**config.mk**
```make
export PLATFORM = sky130hd
export DESIGN_NAME = dlam_regs
export DESIGN_NICKNAME = d
export VERILOG_FILES = /design/src/dlam_pkg.sv /design/src/dlam_regs.sv
export SDC_FILE = /design/constraint.sdc
export NUM_CORES = 1
export LEC_CHECK = 0
export BUFFER_PORTS_ARGS = -buffer_cell sky130_fd_sc_hd__clkbuf_2
export CAP_MARGIN = 20
export CORE_MARGIN = 1
export CORE_UTILIZATION = 60
export CTS_BUF_LIST = sky130_fd_sc_hd__clkbuf_8
export CTS_CLUSTER_SIZE = 28
export DETAILED_ROUTE_END_ITERATION = 12
export PLACE_DENSITY = 0.88
export SYNTH_ARGS = -nofsm -noshare
export SYNTH_HDL_FRONTEND = slang
export SYNTH_SLANG_ARGS = --single-unit
```
**constraint.sdc**
```tcl
create_clock -name core_clk -period 5.65 [get_ports core_clk]
set_input_delay 1.13 -clock core_clk [delete_from_list [all_inputs] [get_ports core_clk]]
set_output_delay 1.13 -clock core_clk [all_outputs]
set_load 0.05 [all_outputs]
```
**src/dlam_pkg.sv**
```systemverilog
// Contract
// - range bits 0-3 pick each DAC span
// - load mode acts only when pin disabled
// - mode 00: msb write updates that DAC
// - mode 01: B updates A+B, D updates C+D
// - mode 10: only D write updates all four
// - mode 11: only strobe register updates outputs
// - strobe bits 0-3 update DAC A-D alone
// - strobe bits self-clear, always read zero
// - strobe bit 4 picks reference for A/B
// - strobe bit 5 picks reference for C/D
// - set mask bit blocks its alarm source
// - mask1 bits 0-4 gate limit/fault sources
// - mask1 bits 5-7 gate aux inputs 2-4
// - mask2 bit 4 gates both supply limits
// - all four registers reset to zero
// - control bit picks pin or register updates
package dlam_pkg;
  // register indices; byte address is four times the index
  localparam logic [11:0] IDX_DAC_RANGE = 12'h01b;
  localparam logic [11:0] IDX_LOAD_STROBE = 12'h01c;
  localparam logic [11:0] IDX_MASK_FIRST = 12'h01d;
  localparam logic [11:0] IDX_MASK_SECOND = 12'h01e;
  localparam logic [11:0] IDX_UPDATE_CTRL = 12'h030;
  localparam logic [11:0] IDX_STATUS_FIRST = 12'h031;
  localparam logic [11:0] IDX_STATUS_SECOND = 12'h032;
  localparam logic [11:0] IDX_DAC_DATA = 12'h040;
  localparam int NUM_DAC = 4;
  localparam int NUM_EVENTS = 10;
  localparam int RANGE_LSB = 0;
  localparam int MODE_LSB = 4;
  localparam int REF_AB_BIT = 4;
  localparam int REF_CD_BIT = 5;
  localparam int SUPPLY_MASK_BIT = 4;
  localparam int REG_CTRL_BIT = 0;
  localparam logic [7:0] RANGE_WR_MASK = 8'h3f;
  localparam logic [7:0] MASK2_WR_MASK = 8'h10;
  localparam logic [7:0] REG_RESET = 8'h00;
  localparam logic [1:0] MODE_SINGLE = 2'h0;
  localparam logic [1:0] MODE_PAIR = 2'h1;
  localparam logic [1:0] MODE_ALL_ON_D = 2'h2;
  localparam logic [1:0] MODE_STROBE = 2'h3;
  localparam logic [1:0] RESP_OKAY = 2'h0;
  localparam logic [1:0] RESP_SLVERR = 2'h2;
  typedef enum logic [1:0] {
    DLAM_RD_IDLE = 2'b01,
    DLAM_RD_BUSY = 2'b10
  } dlam_rd_state_t;
endpackage : dlam_pkg

```
**src/dlam_regs.sv**
```systemverilog
module dlam_regs
  import dlam_pkg::*;
#(
  parameter int ADDR_W = 9,
  parameter int DAC_W = 10
) (
  input wire logic core_clk,
  input wire logic rst_b,
  input wire logic [ADDR_W-1:0] s_axi_awaddr,
  input wire logic s_axi_awvalid,
  output logic s_axi_awready,
  input wire logic [31:0] s_axi_wdata,
  input wire logic [3:0] s_axi_wstrb,
  input wire logic s_axi_wvalid,
  output logic s_axi_wready,
  output logic [1:0] s_axi_bresp,
  output logic s_axi_bvalid,
  input wire logic s_axi_bready,
  input wire logic [ADDR_W-1:0] s_axi_araddr,
  input wire logic s_axi_arvalid,
  output logic s_axi_arready,
  output logic [31:0] s_axi_rdata,
  output logic [1:0] s_axi_rresp,
  output logic s_axi_rvalid,
  input wire logic s_axi_rready,
  input wire logic dac_load_strobe_n,
  input wire logic [NUM_EVENTS-1:0] limit_event,
  output logic [NUM_DAC-1:0] dac_range,
  output logic [1:0] dac_ref_internal,
  output logic [NUM_DAC*DAC_W-1:0] dac_out_code,
  output logic [NUM_DAC-1:0] dac_update,
  output logic alarm_irq
);

  // refuse widths the decode and code mask cannot serve
  if (ADDR_W < 9 || ADDR_W > 12) begin : g_bad_addr_w
    $error("ADDR_W must be 9 to 12");
  end
  if (DAC_W < 1 || DAC_W > 16) begin : g_bad_dac_w
    $error("DAC_W must be 1 to 16");
  end

  function automatic logic hit(input logic [ADDR_W-1:0] a, input logic [11:0] idx);
    logic [11:0] byte_addr;
    byte_addr = {idx[9:0], 2'b00};
    return a[ADDR_W-1:2] == byte_addr[ADDR_W-1:2];
  endfunction : hit

  function automatic logic mapped(input logic [ADDR_W-1:0] a);
    logic m;
    m = hit(a, IDX_DAC_RANGE) | hit(a, IDX_LOAD_STROBE) | hit(a, IDX_MASK_FIRST);
    m = m | hit(a, IDX_MASK_SECOND) | hit(a, IDX_UPDATE_CTRL) | hit(a, IDX_STATUS_FIRST);
    m = m | hit(a, IDX_STATUS_SECOND);
    for (int i = 0; i < NUM_DAC; i++) begin
      m = m | hit(a, IDX_DAC_DATA + 12'(i));
    end
    return m;
  endfunction : mapped

  logic aw_held;
  logic [ADDR_W-1:0] aw_addr_q;
  logic w_held;
  logic [31:0] w_data_q;
  logic [3:0] w_strb_q;
  dlam_rd_state_t rd_state;
  logic [7:0] range_reg;
  logic [1:0] ref_reg;
  logic [7:0] mask1;
  logic [7:0] mask2;
  logic reg_ctrl;
  logic [7:0] status1;
  logic status2;
  logic pin_q;
  logic [15:0] dac_in [NUM_DAC];
  logic [15:0] next_in [NUM_DAC];
  logic [NUM_DAC-1:0] next_update;
  logic [31:0] rd_mux;

  assign s_axi_awready = !aw_held;
  assign s_axi_wready = !w_held;
  assign s_axi_arready = rd_state == DLAM_RD_IDLE;

  wire wr_fire = aw_held && w_held && !s_axi_bvalid;
  wire wr_ok = wr_fire && mapped(aw_addr_q);
  wire lane0 = w_strb_q[0];
  wire lane1 = w_strb_q[1];
  wire wr_range = wr_fire && hit(aw_addr_q, IDX_DAC_RANGE) && lane0;
  wire wr_strobe = wr_fire && hit(aw_addr_q, IDX_LOAD_STROBE) && lane0;
  wire wr_mask1 = wr_fire && hit(aw_addr_q, IDX_MASK_FIRST) && lane0;
  wire wr_mask2 = wr_fire && hit(aw_addr_q, IDX_MASK_SECOND) && lane0;
  wire wr_ctrl = wr_fire && hit(aw_addr_q, IDX_UPDATE_CTRL) && lane0;
  wire wr_stat1 = wr_fire && hit(aw_addr_q, IDX_STATUS_FIRST) && lane0;
  wire wr_stat2 = wr_fire && hit(aw_addr_q, IDX_STATUS_SECOND) && lane0;
  wire [1:0] load_mode = range_reg[MODE_LSB+1:MODE_LSB];
  wire pin_fall = pin_q && !dac_load_strobe_n;
  wire [15:0] code_mask = 16'((17'h1 << DAC_W) - 17'h1);

  // data register writes and msb-byte detection
  logic [NUM_DAC-1:0] msb_write;
  always_comb begin
    for (int i = 0; i < NUM_DAC; i++) begin
      msb_write[i] = wr_fire && hit(aw_addr_q, IDX_DAC_DATA + 12'(i)) && lane1;
      next_in[i] = dac_in[i];
      if (wr_fire && hit(aw_addr_q, IDX_DAC_DATA + 12'(i))) begin
        next_in[i][7:0] = lane0 ? w_data_q[7:0] : dac_in[i][7:0];
        next_in[i][15:8] = lane1 ? w_data_q[15:8] : dac_in[i][15:8];
        next_in[i] = next_in[i] & code_mask;
      end
    end
  end

  always_comb begin
    next_update = '0;
    if (!reg_ctrl) begin
      next_update = {NUM_DAC{pin_fall}};
    end else begin
      case (load_mode)
        MODE_SINGLE: next_update = msb_write;
        MODE_PAIR: next_update = {msb_write[3], msb_write[3], msb_write[1], msb_write[1]};
        MODE_ALL_ON_D: next_update = {NUM_DAC{msb_write[3]}};
        MODE_STROBE: next_update = wr_strobe ? w_data_q[3:0] : 4'h0;
        default: next_update = '0;
      endcase
    end
  end

  // write address and data capture, response
  always_ff @(posedge core_clk or negedge rst_b) begin
    if (!rst_b) begin
      aw_held <= 1'b0;
      aw_addr_q <= '0;
      w_held <= 1'b0;
      w_data_q <= '0;
      w_strb_q <= '0;
      s_axi_bvalid <= 1'b0;
      s_axi_bresp <= RESP_OKAY;
    end else begin
      if (s_axi_awvalid && s_axi_awready) begin
        aw_held <= 1'b1;
        aw_addr_q <= s_axi_awaddr;
      end
      if (s_axi_wvalid && s_axi_wready) begin
        w_held <= 1'b1;
        w_data_q <= s_axi_wdata;
        w_strb_q <= s_axi_wstrb;
      end
      if (wr_fire) begin
        aw_held <= 1'b0;
        w_held <= 1'b0;
        s_axi_bvalid <= 1'b1;
        s_axi_bresp <= wr_ok ? RESP_OKAY : RESP_SLVERR;
      end else if (s_axi_bready) begin
        s_axi_bvalid <= 1'b0;
      end
    end
  end

  // read mux; strobe bits read as zero
  always_comb begin
    rd_mux = 32'h0;
    if (hit(s_axi_araddr, IDX_DAC_RANGE)) rd_mux[7:0] = range_reg;
    if (hit(s_axi_araddr, IDX_LOAD_STROBE)) rd_mux[7:0] = {2'b00, ref_reg, 4'h0};
    if (hit(s_axi_araddr, IDX_MASK_FIRST)) rd_mux[7:0] = mask1;
    if (hit(s_axi_araddr, IDX_MASK_SECOND)) rd_mux[7:0] = mask2;
    if (hit(s_axi_araddr, IDX_UPDATE_CTRL)) rd_mux[REG_CTRL_BIT] = reg_ctrl;
    if (hit(s_axi_araddr, IDX_STATUS_FIRST)) rd_mux[7:0] = status1;
    if (hit(s_axi_araddr, IDX_STATUS_SECOND)) rd_mux[SUPPLY_MASK_BIT] = status2;
    for (int i = 0; i < NUM_DAC; i++) begin
      if (hit(s_axi_araddr, IDX_DAC_DATA + 12'(i))) rd_mux[15:0] = dac_in[i];
    end
  end

  always_ff @(posedge core_clk or negedge rst_b) begin
    if (!rst_b) begin
      rd_state <= DLAM_RD_IDLE;
      s_axi_rvalid <= 1'b0;
      s_axi_rdata <= 32'h0;
      s_axi_rresp <= RESP_OKAY;
    end else begin
      case (rd_state)
        DLAM_RD_IDLE: begin
          if (s_axi_arvalid) begin
            rd_state <= DLAM_RD_BUSY;
            s_axi_rvalid <= 1'b1;
            s_axi_rdata <= rd_mux;
            s_axi_rresp <= mapped(s_axi_araddr) ? RESP_OKAY : RESP_SLVERR;
          end
        end
        DLAM_RD_BUSY: begin
          if (s_axi_rready) begin
            rd_state <= DLAM_RD_IDLE;
            s_axi_rvalid <= 1'b0;
          end
        end
        default: rd_state <= DLAM_RD_IDLE;
      endcase
    end
  end

  always_ff @(posedge core_clk or negedge rst_b) begin
    if (!rst_b) begin
      range_reg <= REG_RESET;
      ref_reg <= 2'b00;
      mask1 <= REG_RESET;
      mask2 <= REG_RESET;
      reg_ctrl <= 1'b0;
    end else begin
      if (wr_range) range_reg <= w_data_q[7:0] & RANGE_WR_MASK;
      if (wr_strobe) ref_reg <= w_data_q[REF_CD_BIT:REF_AB_BIT];
      if (wr_mask1) mask1 <= w_data_q[7:0];
      if (wr_mask2) mask2 <= w_data_q[7:0] & MASK2_WR_MASK;
      if (wr_ctrl) reg_ctrl <= w_data_q[REG_CTRL_BIT];
    end
  end

  // sticky events, set wins over clear
  always_ff @(posedge core_clk or negedge rst_b) begin
    if (!rst_b) begin
      status1 <= 8'h00;
      status2 <= 1'b0;
      alarm_irq <= 1'b0;
    end else begin
      status1 <= (status1 & ~(wr_stat1 ? w_data_q[7:0] : 8'h00)) | limit_event[7:0];
      status2 <= (status2 & !(wr_stat2 && w_data_q[SUPPLY_MASK_BIT])) | limit_event[8] | limit_event[9];
      alarm_irq <= |(status1 & ~mask1) | (status2 & !mask2[SUPPLY_MASK_BIT]);
    end
  end

  always_ff @(posedge core_clk or negedge rst_b) begin
    if (!rst_b) begin
      pin_q <= 1'b1;
      dac_update <= '0;
      dac_out_code <= '0;
      for (int i = 0; i < NUM_DAC; i++) dac_in[i] <= 16'h0;
    end else begin
      pin_q <= dac_load_strobe_n;
      dac_update <= next_update;
      for (int i = 0; i < NUM_DAC; i++) begin
        dac_in[i] <= next_in[i];
        if (next_update[i]) dac_out_code[i*DAC_W +: DAC_W] <= next_in[i][DAC_W-1:0];
      end
    end
  end

  assign dac_range = range_reg[RANGE_LSB+3:RANGE_LSB];
  assign dac_ref_internal = ref_reg;
endmodule : dlam_regs

```
; ---- Word-level counts from Yosys, hierarchy flattened
; Cells that the tools add are included.
; Widths: inputs -> output; s select.
[op_classes]
add_sub_neg = 0
multipliers = 0
div_mod_pow = 0
order_cmp = 0
n_eq_ne = 29
n_shift = 0
mux = 41
bitwise = 30
n_reduce_logical = 44
[ops]
columns = cell, n
row1 = $mux 8, 9
row2 = $eq 7x5->1 const B, 8
row3 = $eq 7x7->1 const B, 8
row4 = $mux 10, 5
row5 = $mux 16, 3
row6 = $eq 7x6->1 const B, 6
row7 = $logic_and 1x1->1, 29
row8 = $or 1x1->1, 23
row9 = $and 8x8->8, 2
row10 = $mux 2, 8
row11 = $not 8->8, 2
row12 = $pmux 4 s4, 1
row13 = $mux 1, 10
row14 = $mux 4, 2
row15 = $or 8x8->8, 1
row16 = $reduce_bool 2->1, 4
row17 = $reduce_or 8->1, 1
row18 = $eq 2x2->1 const B, 3
row19 = $logic_not 1->1, 6
row20 = $mux 6, 1
row21 = $eq 2x1->1 const B, 2
row22 = $ne 2x2->1 const B, 2
row23 = $pmux 2 s2, 1
row24 = $reduce_and 2->1, 2
row25 = other kinds (4), 5
[totals]
regBits = 160
latchBits = 0
ram_bits = 0
romBits = 0
input_bits = 72
out_inout_bits = 92
n_memories = 0

; ---- Depth between registers and ports, before layout
; Gate-level depths: netlist of the first run.
[depth]
depth_word = 13
mapped_depth = 8
mapped_depth_nobuf = 5

; ---- Worst setup path after synthesis of the first run
; No wires, ideal clock.
[synth_path]
path_type = input-to-reg
startpoint = in s_axi_araddr[4]
endpoint = reg s_axi_rdata[5]
t_arrival_ns = 2.655
t_required_ns = 5.583
setup_slack_ns = 2.928
path_stages = 8
path_buffers = 3
cell_sequence = clkbuf_1 -> or2_2 -> clkbuf_1 -> or2_2 -> clkbuf_1 -> o22a_1 -> o32ai_1 -> a221o_1
[synth_between]
elab_chain_cells = 10
word_cells_on_any_way = 18
cone_classes = eq/ne: 9 / mux: 9
[synth_lines]
columns = item, line
row1 = from (decl), dlam_regs.sv:19  ; input wire logic [ADDR_W-1:0] s_axi_araddr,
row2 = $eq 7x5->1, dlam_regs.sv:46  ; return a[ADDR_W-1:2] == byte_addr[ADDR_W-1:2];
row3 = $mux 6, dlam_regs.sv:161  ; if (hit(s_axi_araddr, IDX_DAC_RANGE)) rd_mux[7:0] = range_reg;
row4 = $mux 8, dlam_regs.sv:162  ; if (hit(s_axi_araddr, IDX_LOAD_STROBE)) rd_mux[7:0] = {2'b00, ref_reg, 4'h0};
row5 = $mux 8, dlam_regs.sv:163  ; if (hit(s_axi_araddr, IDX_MASK_FIRST)) rd_mux[7:0] = mask1;
row6 = $mux 8, dlam_regs.sv:164  ; if (hit(s_axi_araddr, IDX_MASK_SECOND)) rd_mux[7:0] = mask2;
row7 = $mux 8, dlam_regs.sv:166  ; if (hit(s_axi_araddr, IDX_STATUS_FIRST)) rd_mux[7:0] = status1;
row8 = $mux 10, dlam_regs.sv:169  ; if (hit(s_axi_araddr, IDX_DAC_DATA + 12'(i))) rd_mux[15:0] = dac_in[i];
row9 = $mux 16 (2 in series), dlam_regs.sv:169
row10 = $mux 16 *, dlam_regs.sv:169
row11 = to (signal assigned), dlam_regs.sv:185  ; s_axi_rdata <= rd_mux;
row12 = to (decl), dlam_regs.sv:22  ; output logic [31:0] s_axi_rdata,
; Every way passes the cells marked *; elsewhere a longest branch is shown, timed or not.
; A chain may end at the register's enable or synchronous reset.

; ---- Worst setup path after layout of the first run
[layout_path]
startpoint = reg aw_addr_q[6]
endpoint = reg dac_out_code[29]
[layout_between]
elab_chain_cells = 6
word_cells_on_any_way = 13
cone_classes = eq/ne: 3 / mux: 4 / reduce/logical: 6
[layout_lines]
columns = item, line
row1 = from (decl), dlam_regs.sv:61  ; logic [ADDR_W-1:0] aw_addr_q;
row2 = from (signal assigned), dlam_regs.sv:140  ; aw_addr_q <= s_axi_awaddr;
row3 = $eq 7x5->1, dlam_regs.sv:46
row4 = $logic_and 1x1->1 (2 in series), dlam_regs.sv:88  ; wire wr_strobe = wr_fire && hit(aw_addr_q, IDX_LOAD_STROBE) && lane0;
row5 = $mux 4, dlam_regs.sv:121  ; MODE_STROBE: next_update = wr_strobe ? w_data_q[3:0] : 4'h0;
row6 = $pmux 4 s4, dlam_regs.sv:117  ; case (load_mode)
row7 = $mux 4, dlam_regs.sv:114  ; if (!reg_ctrl) begin
row8 = "to (signal, indexed assignment)", dlam_regs.sv:240  ; if (next_update[i]) dac_out_code[i*DAC_W +: DAC_W] <= next_in[i][DAC_W-1:0];
row9 = to (decl), dlam_regs.sv:30  ; output logic [NUM_DAC*DAC_W-1:0] dac_out_code,
; Several ways; a longest one is shown, not always the timed one.

==> qor.csv, run 1 <==
stage;metric;value;unit
sta;tns;0;ps
finish;final_util;69.4;%
sta;fin_worst_hold_slack;493;ps
clock_network;postCtsHoldBufs;0;
clock_network;path_clk_slew;80;ps
clock_network;clockRootBuffer;clkbuf_8;
power;power;3.95;mW
logic_synthesis;synth_edf_count;0;
place;dp_hpwl;11.6;mm
power;p_int;2.25;mW
clock_network;h-tree-depth;4;
place;dpl_cell_area;7520;sq um
global_routing;grt_pass1_wl;25.5;mm
place;dpl.cell_count;796;
power;power.leakage;3.91;nW
finish;final_common_cell;dfrtp_1;
place;port_buffers;111;
logic_synthesis;synthArstFlopShare;100;%
finish;area.sequential;3760;sq um
sta;worst_slack;2640;ps
clock_network;post_cts_buffers;0;
finish;multi_input_comb_area;2940;sq um
clock_network;clkLatencyLatePin;450;ps
finish;area_growth;13.1;%
sta;finalCritPeriodShare;53.3;%
finish;drive_gt1_share;38.5;%
die;die_x;110;um
setup_path;r2r_start;aw_addr_q[6]$_DFFE_PN0P_;
power;clockPowerShare;20.5;%
run;max_cap_viol_count;0;
finish;fin_cells;829;
finish;diodes;0;
finish;top_regs;dac_in: 40 flops, dac_out_code: 40 flops;
clock_network;clock_path_buffers;2;
clock_network;cts_tree;built;
hold_path;whs_path_depth;1;
drt;vias;4948;
logic_synthesis;synth_cell_types;62;
global_routing;grt-ovfl-total;0;
drt;drtPass1Iterations;5;
power;peakVddDrop;0.000336;V
setup_path;crit_fanout;11;
drt;wl_per_cell;19.7;um
clock_network;cts.sink_count;150;
setup_path;cp.arrival;3350;ps
power;switching_share;43.0;%
die;std_cell_rows;39;
sta;period_needed;3010;ps
global_routing;grt_antenna_before_repair;0;
logic_synthesis;synth_seq_cells;150;
power;p_per_area;498;nW/um^2
logic_synthesis;synthCells;574;
finish;nets;745;
finish;layout_common_cells;dfrtp_1 (148), clkbuf_2 (110), mux2_2 (102);
power;seq_power_share;44.1;%
hold_path;hold_path_class;flop to flop;
setup_path;worstSetupStartpointType;flop;
power;p_sw;1.70;mW
die;die_area;12100;sq um
sta;rsz0062_at_grt;false;
setup_path;crit_type;flop to flop;
drt;ant_nets;0;
die;num_io_pins;164;
power;comb_power_share;35.4;%
logic_synthesis;ys_seq_area_share;53.6;%
place;pre_cts_ws;2250;ps
drt;drtIter0Drc;351;
global_routing;grt_max_degree;104;
logic_synthesis;syn_area_per_cell;12.2;sq um
setup_path;worstPathRequired;5990;ps
logic_synthesis;ys_warn_count;0;
drt;drc;0;
logic_synthesis;synth_top_flop_cell;dfrtp_1;
hold_path;holdCritStartpoint;dac_out_code[30]$_DFFE_PN0P_;
clock_network;numCtsBuffers;17;
sta;finalHoldViolCount;0;
die;core;11400;sq um
logic_synthesis;synthesis.area;7010;sq um
sta;max_freq;332;MHz
setup_path;reg2reg_depth;5;
drt;via_per_inst;5.97;
setup_path;crit_path_end_kind;flop;
finish;nFillCells;801;
die;initial_core_util;61.4;%
setup_path;crit_start;aw_addr_q[6]$_DFFE_PN0P_;
global_routing;grt_pass1_vias;4794;
die;die_h;110;um
sta;slew_headroom;21.4;%
drt;routed_wirelength;16.4;mm
finish;fin_area;7920;sq um
clock_network;cts-resized-gates;0;
sta;fin_worst_skew;12.4;ps
place;place_congestion;0.933;
outcome;status;finished clean;
sta;drv_slew;0;
sta;worstMarginPinSlew;1180;ps
sta;setup_viol;0;
global_routing;grt_usage;29.1;%
metal layers:
layer	wire length, um	global-route usage, %	part of all wire [%]	up-vias
li1	-	-	-	2215
met1	6880	38.5	42	2472
met2	8040	47.1	49	226
met3	1100	6.82	6.7	35
met4	340	10.6	2.1	0
met5	0	0	0	-
path summary, 6_finish.rpt:
| path | end | slack [ps] |
|---|---|---|
| max | dac_out_code[29]$_DFFE_PN0P_ | 2640 |
| min | dac_out_code[30]$_DFFE_PN0P_ | 490 |
| max reg2reg | dac_out_code[29]$_DFFE_PN0P_ | 2640 |
| min reg2reg | dac_out_code[30]$_DFFE_PN0P_ | 490 |
| max in group asynchronous | s_axi_rdata[2]$_DFFE_PN0P_ | 3670 |
| min in group asynchronous | status1[7]$_DFF_PN0_ | 780 |
final cells by class:
class / instances / area share (%)
Multi-Input combinational cell: 371 / 37.0
Sequential cell: 150 / 47.4
Inverter: 19 / 0.900
Clock inverter: 13 / 1.67
Clock buffer: 19 / 3.30
Timing Repair Buffer: 114 / 7.42
Tap cell: 143 / 2.26
power by group through the flow:
stage | combinational [mW] | clock [mW] | sequential [mW]
2_1_floorplan | 0.702 | 0 | 2.04
3_3_place_gp | 1.35 | 0 | 1.72
3_5_place_dp | 1.39 | 0 | 1.75
4_1_cts | 1.40 | 0.826 | 1.73
5_1_grt | 1.48 | 0.868 | 1.78
6_report | 1.40 | 0.811 | 1.74
synth_stat cells (4+ instances only):
| library cell | number | area (sq um) |
|---|---|---|
| inv_1 | 19 | 71.3 |
| a21o_1 | 8 | 60.1 |
| a22oi_1 | 5 | 37.5 |
| and3_1 | 4 | 25.0 |
| dfrtp_1 | 148 | 3700 |
| nand3_1 | 10 | 50.1 |
| o22ai_1 | 4 | 25.0 |
| nand2_1 | 38 | 143 |
| nor2_1 | 26 | 97.6 |
| mux2_1 | 17 | 191 |
| o21ai_0 | 19 | 95.1 |
| buf_2 | 5 | 25.0 |
| nor2b_1 | 6 | 37.5 |
| buf_4 | 31 | 233 |
| nand2b_1 | 6 | 37.5 |
| a21oi_1 | 19 | 95.1 |
| clkbuf_1 | 20 | 75.1 |
| nor3_1 | 9 | 45.0 |
| mux2_2 | 102 | 1150 |
critical path, cell delays in order, from the launching register on:
cell and delay, ps:
dfrtp_1 640, nand4bb_1 300, nor4_2 380, a221oi_1 170, a211oi_2 990, mux2_2 420
logic make-up (layout without fill, tap and decap cells):
kind of cell    count (synthesis)  after routing  synth area share, %
flops                         150            150                 53.6
mux                           123            123                 20.2
buf+inv                        76            165                 5.82
simple gates                  130            130                 11.0
compound gates                 92             92                 9.02
xor+xnor                        2              2                0.250
other cells                     1             24               0.0535
Power figures use the tool's default switching activity.
==> run 2, diff against run 1 <==
CORE_UTILIZATION = 56   (was 60)
PLACE_DENSITY = 0.83   (was 0.88)
clock period = 3 ns   (was 5.65 ns; I/O delays follow)
==> run 2 against run 1 <==
Compared with the run above:
- maximum frequency up 14%
- critical endpoint is now dac_out_code[14]$_DFFE_PN0P_
- via count up 0.73%
- flip-flop and latch count unchanged
- first-iteration DRC count down 13%
- utilization down 2.9 points
- count of clock-buffer cells in the layout unchanged
==> qor.csv, run 2 (same netlist as run 1, synthesis figures left out) <==
stage;metric;value;unit
outcome;status;finished clean;
power;power.leakage;3.97;nW
finish;drive_gt1_share;40.1;%
finish;area.sequential;3760;sq um
setup_path;worstPathRequired;3350;ps
setup_path;crit_chain;or4b_1 > nor2_4 > and4_1 > mux2_2 > mux2_2;
sta;finalCritPeriodShare;88.1;%
power;comb_power_share;35.5;%
setup_path;crit_fanout;8;
power;clockPowerShare;20.3;%
clock_network;clockRootBuffer;clkbuf_8;
die;die_x;114;um
die;initial_core_util;57.9;%
drt;ant_nets;0;
setup_path;worstSetupStartpointType;flop;
power;p_sw;3.24;mW
finish;nets;759;
sta;drv_slew;0;
die;num_io_pins;164;
global_routing;grt-ovfl-total;0;
drt;routed_wirelength;16.6;mm
sta;max_freq;378;MHz
place;dp_hpwl;11.9;mm
drt;wl_per_cell;19.1;um
die;core;12100;sq um
drt;vias;4984;
clock_network;cts.sink_count;150;
global_routing;grt_antenna_before_repair;0;
finish;layout_common_cells;dfrtp_1 (148), clkbuf_2 (110), mux2_2 (102);
sta;slew_headroom;52.2;%
drt;via_per_inst;5.74;
clock_network;postCtsHoldBufs;0;
die;die_h;114;um
place;dpl_cell_area;7670;sq um
clock_network;clock_path_buffers;2;
drt;drc;0;
sta;period_needed;2640;ps
setup_path;slowest_delay;740;ps
sta;fin_worst_skew;11.2;ps
setup_path;slowest_stage;or4b_1;
power;switching_share;43.7;%
finish;nFillCells;910;
global_routing;grt_usage;27.8;%
global_routing;grt_pass1_vias;4879;
sta;setup_viol;0;
drt;drtPass1Iterations;5;
clock_network;h-tree-depth;4;
clock_network;clkLatencyLatePin;470;ps
sta;worstMarginPinSlew;715;ps
run;max_cap_viol_count;0;
clock_network;post_cts_buffers;0;
power;seq_power_share;44.2;%
power;p_per_area;921;nW/um^2
sta;finalHoldViolCount;0;
sta;fin_worst_hold_slack;114;ps
clock_network;path_clk_slew;80;ps
finish;diodes;0;
global_routing;grt_pass1_wl;26.7;mm
sta;tns;0;ps
setup_path;cp.buffers_inverters;0;
place;port_buffers;111;
hold_path;hold_path_class;primary input to async pin;
clock_network;numCtsBuffers;17;
finish;fin_area;8060;sq um
setup_path;crit_type;flop to flop;
global_routing;grt_max_degree;65;
die;std_cell_rows;40;
clock_network;cts_tree;built;
setup_path;crit_top_cell;mux2_2;
power;peakVddDrop;0.000663;V
setup_path;critPathTopFamily;simple AND/OR/NAND/NOR gates;
place;place_congestion;0.880;
drt;drtIter0Drc;305;
setup_path;cp.arrival;3000;ps
finish;final_common_cell;dfrtp_1;
finish;top_regs;dac_in: 40 flops, dac_out_code: 40 flops;
setup_path;crit_path_end_kind;flop;
power;p_int;4.18;mW
finish;area_growth;15.0;%
clock_network;cts-resized-gates;0;
finish;multi_input_comb_area;2940;sq um
die;die_area;13000;sq um
sta;rsz0062_at_grt;false;
run 2: cell count changes in the layout (fill, tap and decap cells not counted), sizes merged:
cell	change
buf	+14
bufinv	-1
clkinvlp	+2
clkinv	-1
run 2: final timing paths:
check / start / endpoint / slack [ps] / cells past startpoint
worst max-delay path: aw_addr_q[5]$_DFFE_PN0P_ / dac_out_code[14]$_DFFE_PN0P_ / 360 / 5
worst min-delay path: rst_b / dac_out_code[38]$_DFFE_PN0P_ / 110 / 1
worst max register to register: aw_addr_q[5]$_DFFE_PN0P_ / dac_out_code[14]$_DFFE_PN0P_ / 360 / 5
worst min register to register: dac_out_code[37]$_DFFE_PN0P_ / dac_out_code[37]$_DFFE_PN0P_ / 490 / 1
max in group asynchronous: rst_b / pin_q$_DFF_PN1_ / 2070 / 2
min in group core_clk: dac_load_strobe_n / pin_q$_DFF_PN1_ / 250 / 1
run 2: cell type report:
| type | count | area share (%) |
|---|---|---|
| timing repair buffer | 128 | 8.71 |
| clock buffer | 19 | 3.25 |
| inverter | 19 | 0.885 |
| sequential | 150 | 46.6 |
| tap | 168 | 2.61 |
| clock inverter | 13 | 1.49 |
| multi-input combinational | 371 | 36.4 |
run 2: power groups by stage:
| stage | clock, mW | sequential, mW | combinational [mW] |
|---|---|---|---|
| 2_1_floorplan | 0 | 3.84 | 1.32 |
| 3_3_place_gp | 0 | 3.24 | 2.57 |
| 3_5_place_dp | 0 | 3.29 | 2.62 |
| 4_1_cts | 1.52 | 3.27 | 2.64 |
| 5_1_grt | 1.61 | 3.36 | 2.78 |
| 6_report | 1.50 | 3.28 | 2.64 |
run 2: through the flow:
| step | power (mW) | util, % | instances | worst slack (ps) |
|---|---|---|---|---|
| 2_1_floorplan | 5.17 | - | 597 | 662 |
| 3_3_place_gp | 5.81 | 63.4 | 836 | 427 |
| 3_5_place_dp | 5.91 | 63.4 | 836 | 384 |
| 4_1_cts | 7.42 | 66.5 | 868 | 357 |
| 5_1_grt | 7.75 | 66.5 | 868 | 287 |
| 6_report | 7.42 | 66.5 | 868 | 356 |
run 2: per-layer routing:
layer	share of wire (%)	track usage, %	vias up
met5	0	0	-
met2	47	42.1	215
met1	43	39.2	2489
met4	2.9	12.4	0
met3	6.4	5.31	40
li1	-	-	2240
run 2: worst register-to-register path, stage by stage, from the launching register on:
cell	delay [ps]
dfrtp_1	430
or4b_1	740
nor2_4	210
and4_1	490
mux2_2	410
mux2_2	270
==> run 3, diff against run 2 <==
ABC_AREA = 1   (was unset)
==> run 3 against run 2 <==
Compared with the run above:
- synthesized cell count rose by 40%
- register-to-register slack improved by 400 ps
- clock power rose by 18%
- first-iteration DRC count rose by 39%
- critical endpoint is now dac_out_code[26]$_DFFE_PN0P_
- largest power group unchanged
- highest routed layer unchanged
==> qor.csv, run 3 <==
stage;metric;value;unit
outcome;status;finished clean;
clock_network;cts-resized-gates;0;
clock_network;clockRootBuffer;clkbuf_8;
power;power.leakage;4.27;nW
sta;worstMarginPinSlew;866;ps
finish;nFillCells;1009;
global_routing;grt_usage;29.0;%
setup_path;r2r_end;dac_out_code[26]$_DFFE_PN0P_;
drt;vias;5982;
sta;finalCritPeriodShare;74.9;%
hold_path;hold_path_class;primary input to async pin;
setup_path;r2r_start;s_axi_bvalid$_DFFE_PN0P_;
logic_synthesis;yosysTopAreaCellShare;54.0;%
logic_synthesis;ys_warn_count;0;
global_routing;grt_pass1_wl;27.9;mm
sta;rsz0062_at_grt;false;
clock_network;clock_path_buffers;2;
sta;max_freq;445;MHz
die;num_io_pins;164;
logic_synthesis;synth_cell_types;39;
sta;finalHoldViolCount;0;
logic_synthesis;synth_most_common_cell;nand2_1;
drt;routed_wirelength;17.5;mm
global_routing;grt_pass1_vias;5625;
finish;layout_common_cells;nand2_1 (239), dfrtp_1 (148), clkbuf_2 (110);
setup_path;reg2reg_depth;11;
clock_network;postCtsHoldBufs;0;
die;die_area;12700;sq um
finish;area_growth;15.2;%
finish;final_common_cell;nand2_1;
logic_synthesis;yosys.area.top_type;dfrtp_1;
finish;diodes;0;
setup_path;crit_fanout;11;
clock_network;post_cts_buffers;0;
logic_synthesis;synthCells;803;
finish;drive_gt1_share;20.4;%
finish;fin_cells;1075;
drt;drtIter0Drc;424;
sta;tns;0;ps
die;std_cell_rows;40;
clock_network;cts.sink_count;150;
clock_network;cts_tree;built;
setup_path;crit_path_end_kind;flop;
drt;wl_per_cell;16.3;um
die;core;12000;sq um
global_routing;grt_max_degree;64;
die;initial_core_util;57.4;%
clock_network;h-tree-depth;4;
global_routing;grt_antenna_before_repair;0;
setup_path;worstPathRequired;3390;ps
setup_path;worstSetupStartpointType;flop;
run;max_cap_viol_count;0;
place;place_congestion;0.954;
place;dpl.cell_count;1043;
sta;setup_viol;0;
logic_synthesis;synth_seq_cells;150;
setup_path;crit_type;flop to flop;
die;die_x;113;um
clock_network;clkLatencyLatePin;450;ps
sta;fin_worst_skew;10.2;ps
drt;drtPass1Iterations;6;
place;port_buffers;111;
logic_synthesis;synthesis.area;6860;sq um
clock_network;numCtsBuffers;17;
drt;via_per_inst;5.56;
place;pre_cts_ws;583;ps
setup_path;cp.arrival;2630;ps
logic_synthesis;synth_edf_count;0;
logic_synthesis;syn_area_per_cell;8.54;sq um
sta;drv_slew;0;
global_routing;grt-ovfl-total;0;
die;die_h;113;um
logic_synthesis;synthTopCellsByCount;nand2_1 (239), dfrtp_1 (148), inv_1 (63);
drt;ant_nets;0;
clock_network;path_clk_slew;80;ps
logic_synthesis;yosys-top-cells-area;dfrtp_1 (54%), nand2_1 (13%), nand3_1 (4.4%);
power;peakVddDrop;0.000596;V
sta;worst_slack;753;ps
finish;nets;987;
power;p_per_area;787;nW/um^2
sta;slew_headroom;42.1;%
logic_synthesis;synthArstFlopShare;100;%
sta;period_needed;2250;ps
drt;drc;0;
logic_synthesis;synth_top_flop_cell;dfrtp_1;
setup_path;r2r_slack;750;ps
logic_synthesis;ys_seq_area_share;54.7;%
finish;top_regs;dac_in: 40 flops, dac_out_code: 40 flops;
place;dp_hpwl;12.8;mm
==> run 3: layer usage <==
| metal | share of wire (%) | global-route usage (%) | vias up |
|---|---|---|---|
| met2 | 44 | 43.7 | 306 |
| met1 | 44 | 40.7 | 2842 |
| met5 | 0 | 0 | - |
| met4 | 3.7 | 14.2 | 0 |
| met3 | 7.6 | 5.73 | 45 |
| li1 | - | - | 2789 |
==> run 3: through the flow <==
| step | total power [mW] | utilization, % | instance area, sq um | hold slack (ps) |
|---|---|---|---|---|
| after detailed placement | 4.46 | 62.2 | 7440 | 465 |
| after global routing | 6.49 | 66.1 | 7900 | 156 |
| after floorplan | 3.96 | - | 6950 | 304 |
| after global placement | 4.40 | 62.2 | 7440 | 465 |
| final | 6.22 | 66.1 | 7900 | 119 |
| after CTS | 6.20 | 66.1 | 7900 | 140 |
==> run 3: worst max path at each step <==
| stage | startpoint | to |
|---|---|---|
| after floorplan | rd_state[0]$_DFFE_PN1P_ | s_axi_rdata[0]$_DFFE_PN0P_ |
| after global placement | s_axi_araddr[8] | s_axi_rdata[0]$_DFFE_PN0P_ |
| after detailed placement | s_axi_araddr[8] | s_axi_rdata[0]$_DFFE_PN0P_ |
| after CTS | s_axi_bvalid$_DFFE_PN0P_ | dac_out_code[26]$_DFFE_PN0P_ |
| after global routing | aw_addr_q[8]$_DFFE_PN0P_ | dac_out_code[28]$_DFFE_PN0P_ |
| final | s_axi_bvalid$_DFFE_PN0P_ | dac_out_code[26]$_DFFE_PN0P_ |
==> run 3: cells by family (layout without fill, tap and decap cells) <==
group | Yosys count | count (layout) | synth area share, %
simple gates | 392 | 392 | 24.7
flops | 150 | 150 | 54.7
buf+inv | 128 | 230 | 9.19
compound gates | 123 | 123 | 9.79
mux | 9 | 9 | 1.48
other cells | 1 | 24 | 0.0547
==> run 3: where the power goes <==
part | switching [mW] | total (mW) | internal [mW]
logic | 1.39 | 1.78 | 0.385
registers | 0.283 | 2.68 | 2.39
clock network | 0.732 | 1.77 | 1.03
total | 2.41 | 6.22 | 3.81
==> run 3: area by class of cell <==
class | instances | area, sq um | area share [%]
timing repair buffer | 124 | 659 | 8.34
inverter | 74 | 278 | 3.51
clock buffer | 23 | 317 | 4.01
clock inverter | 9 | 148 | 1.87
multi-input combinational | 548 | 2560 | 32.4
sequential | 150 | 3760 | 47.5
tap | 147 | 184 | 2.33
==> run 3: critical path: stages, from the launching register on <==
cell	delay, ps
dfrtp_1	390
inv_1	80
nand3_2	170
nor2_4	240
nand2_2	140
nor2_1	250
nand2_1	80
nand3_1	70
nand2_1	230
nand2_1	350
nand2_1	110
nand2_1	90
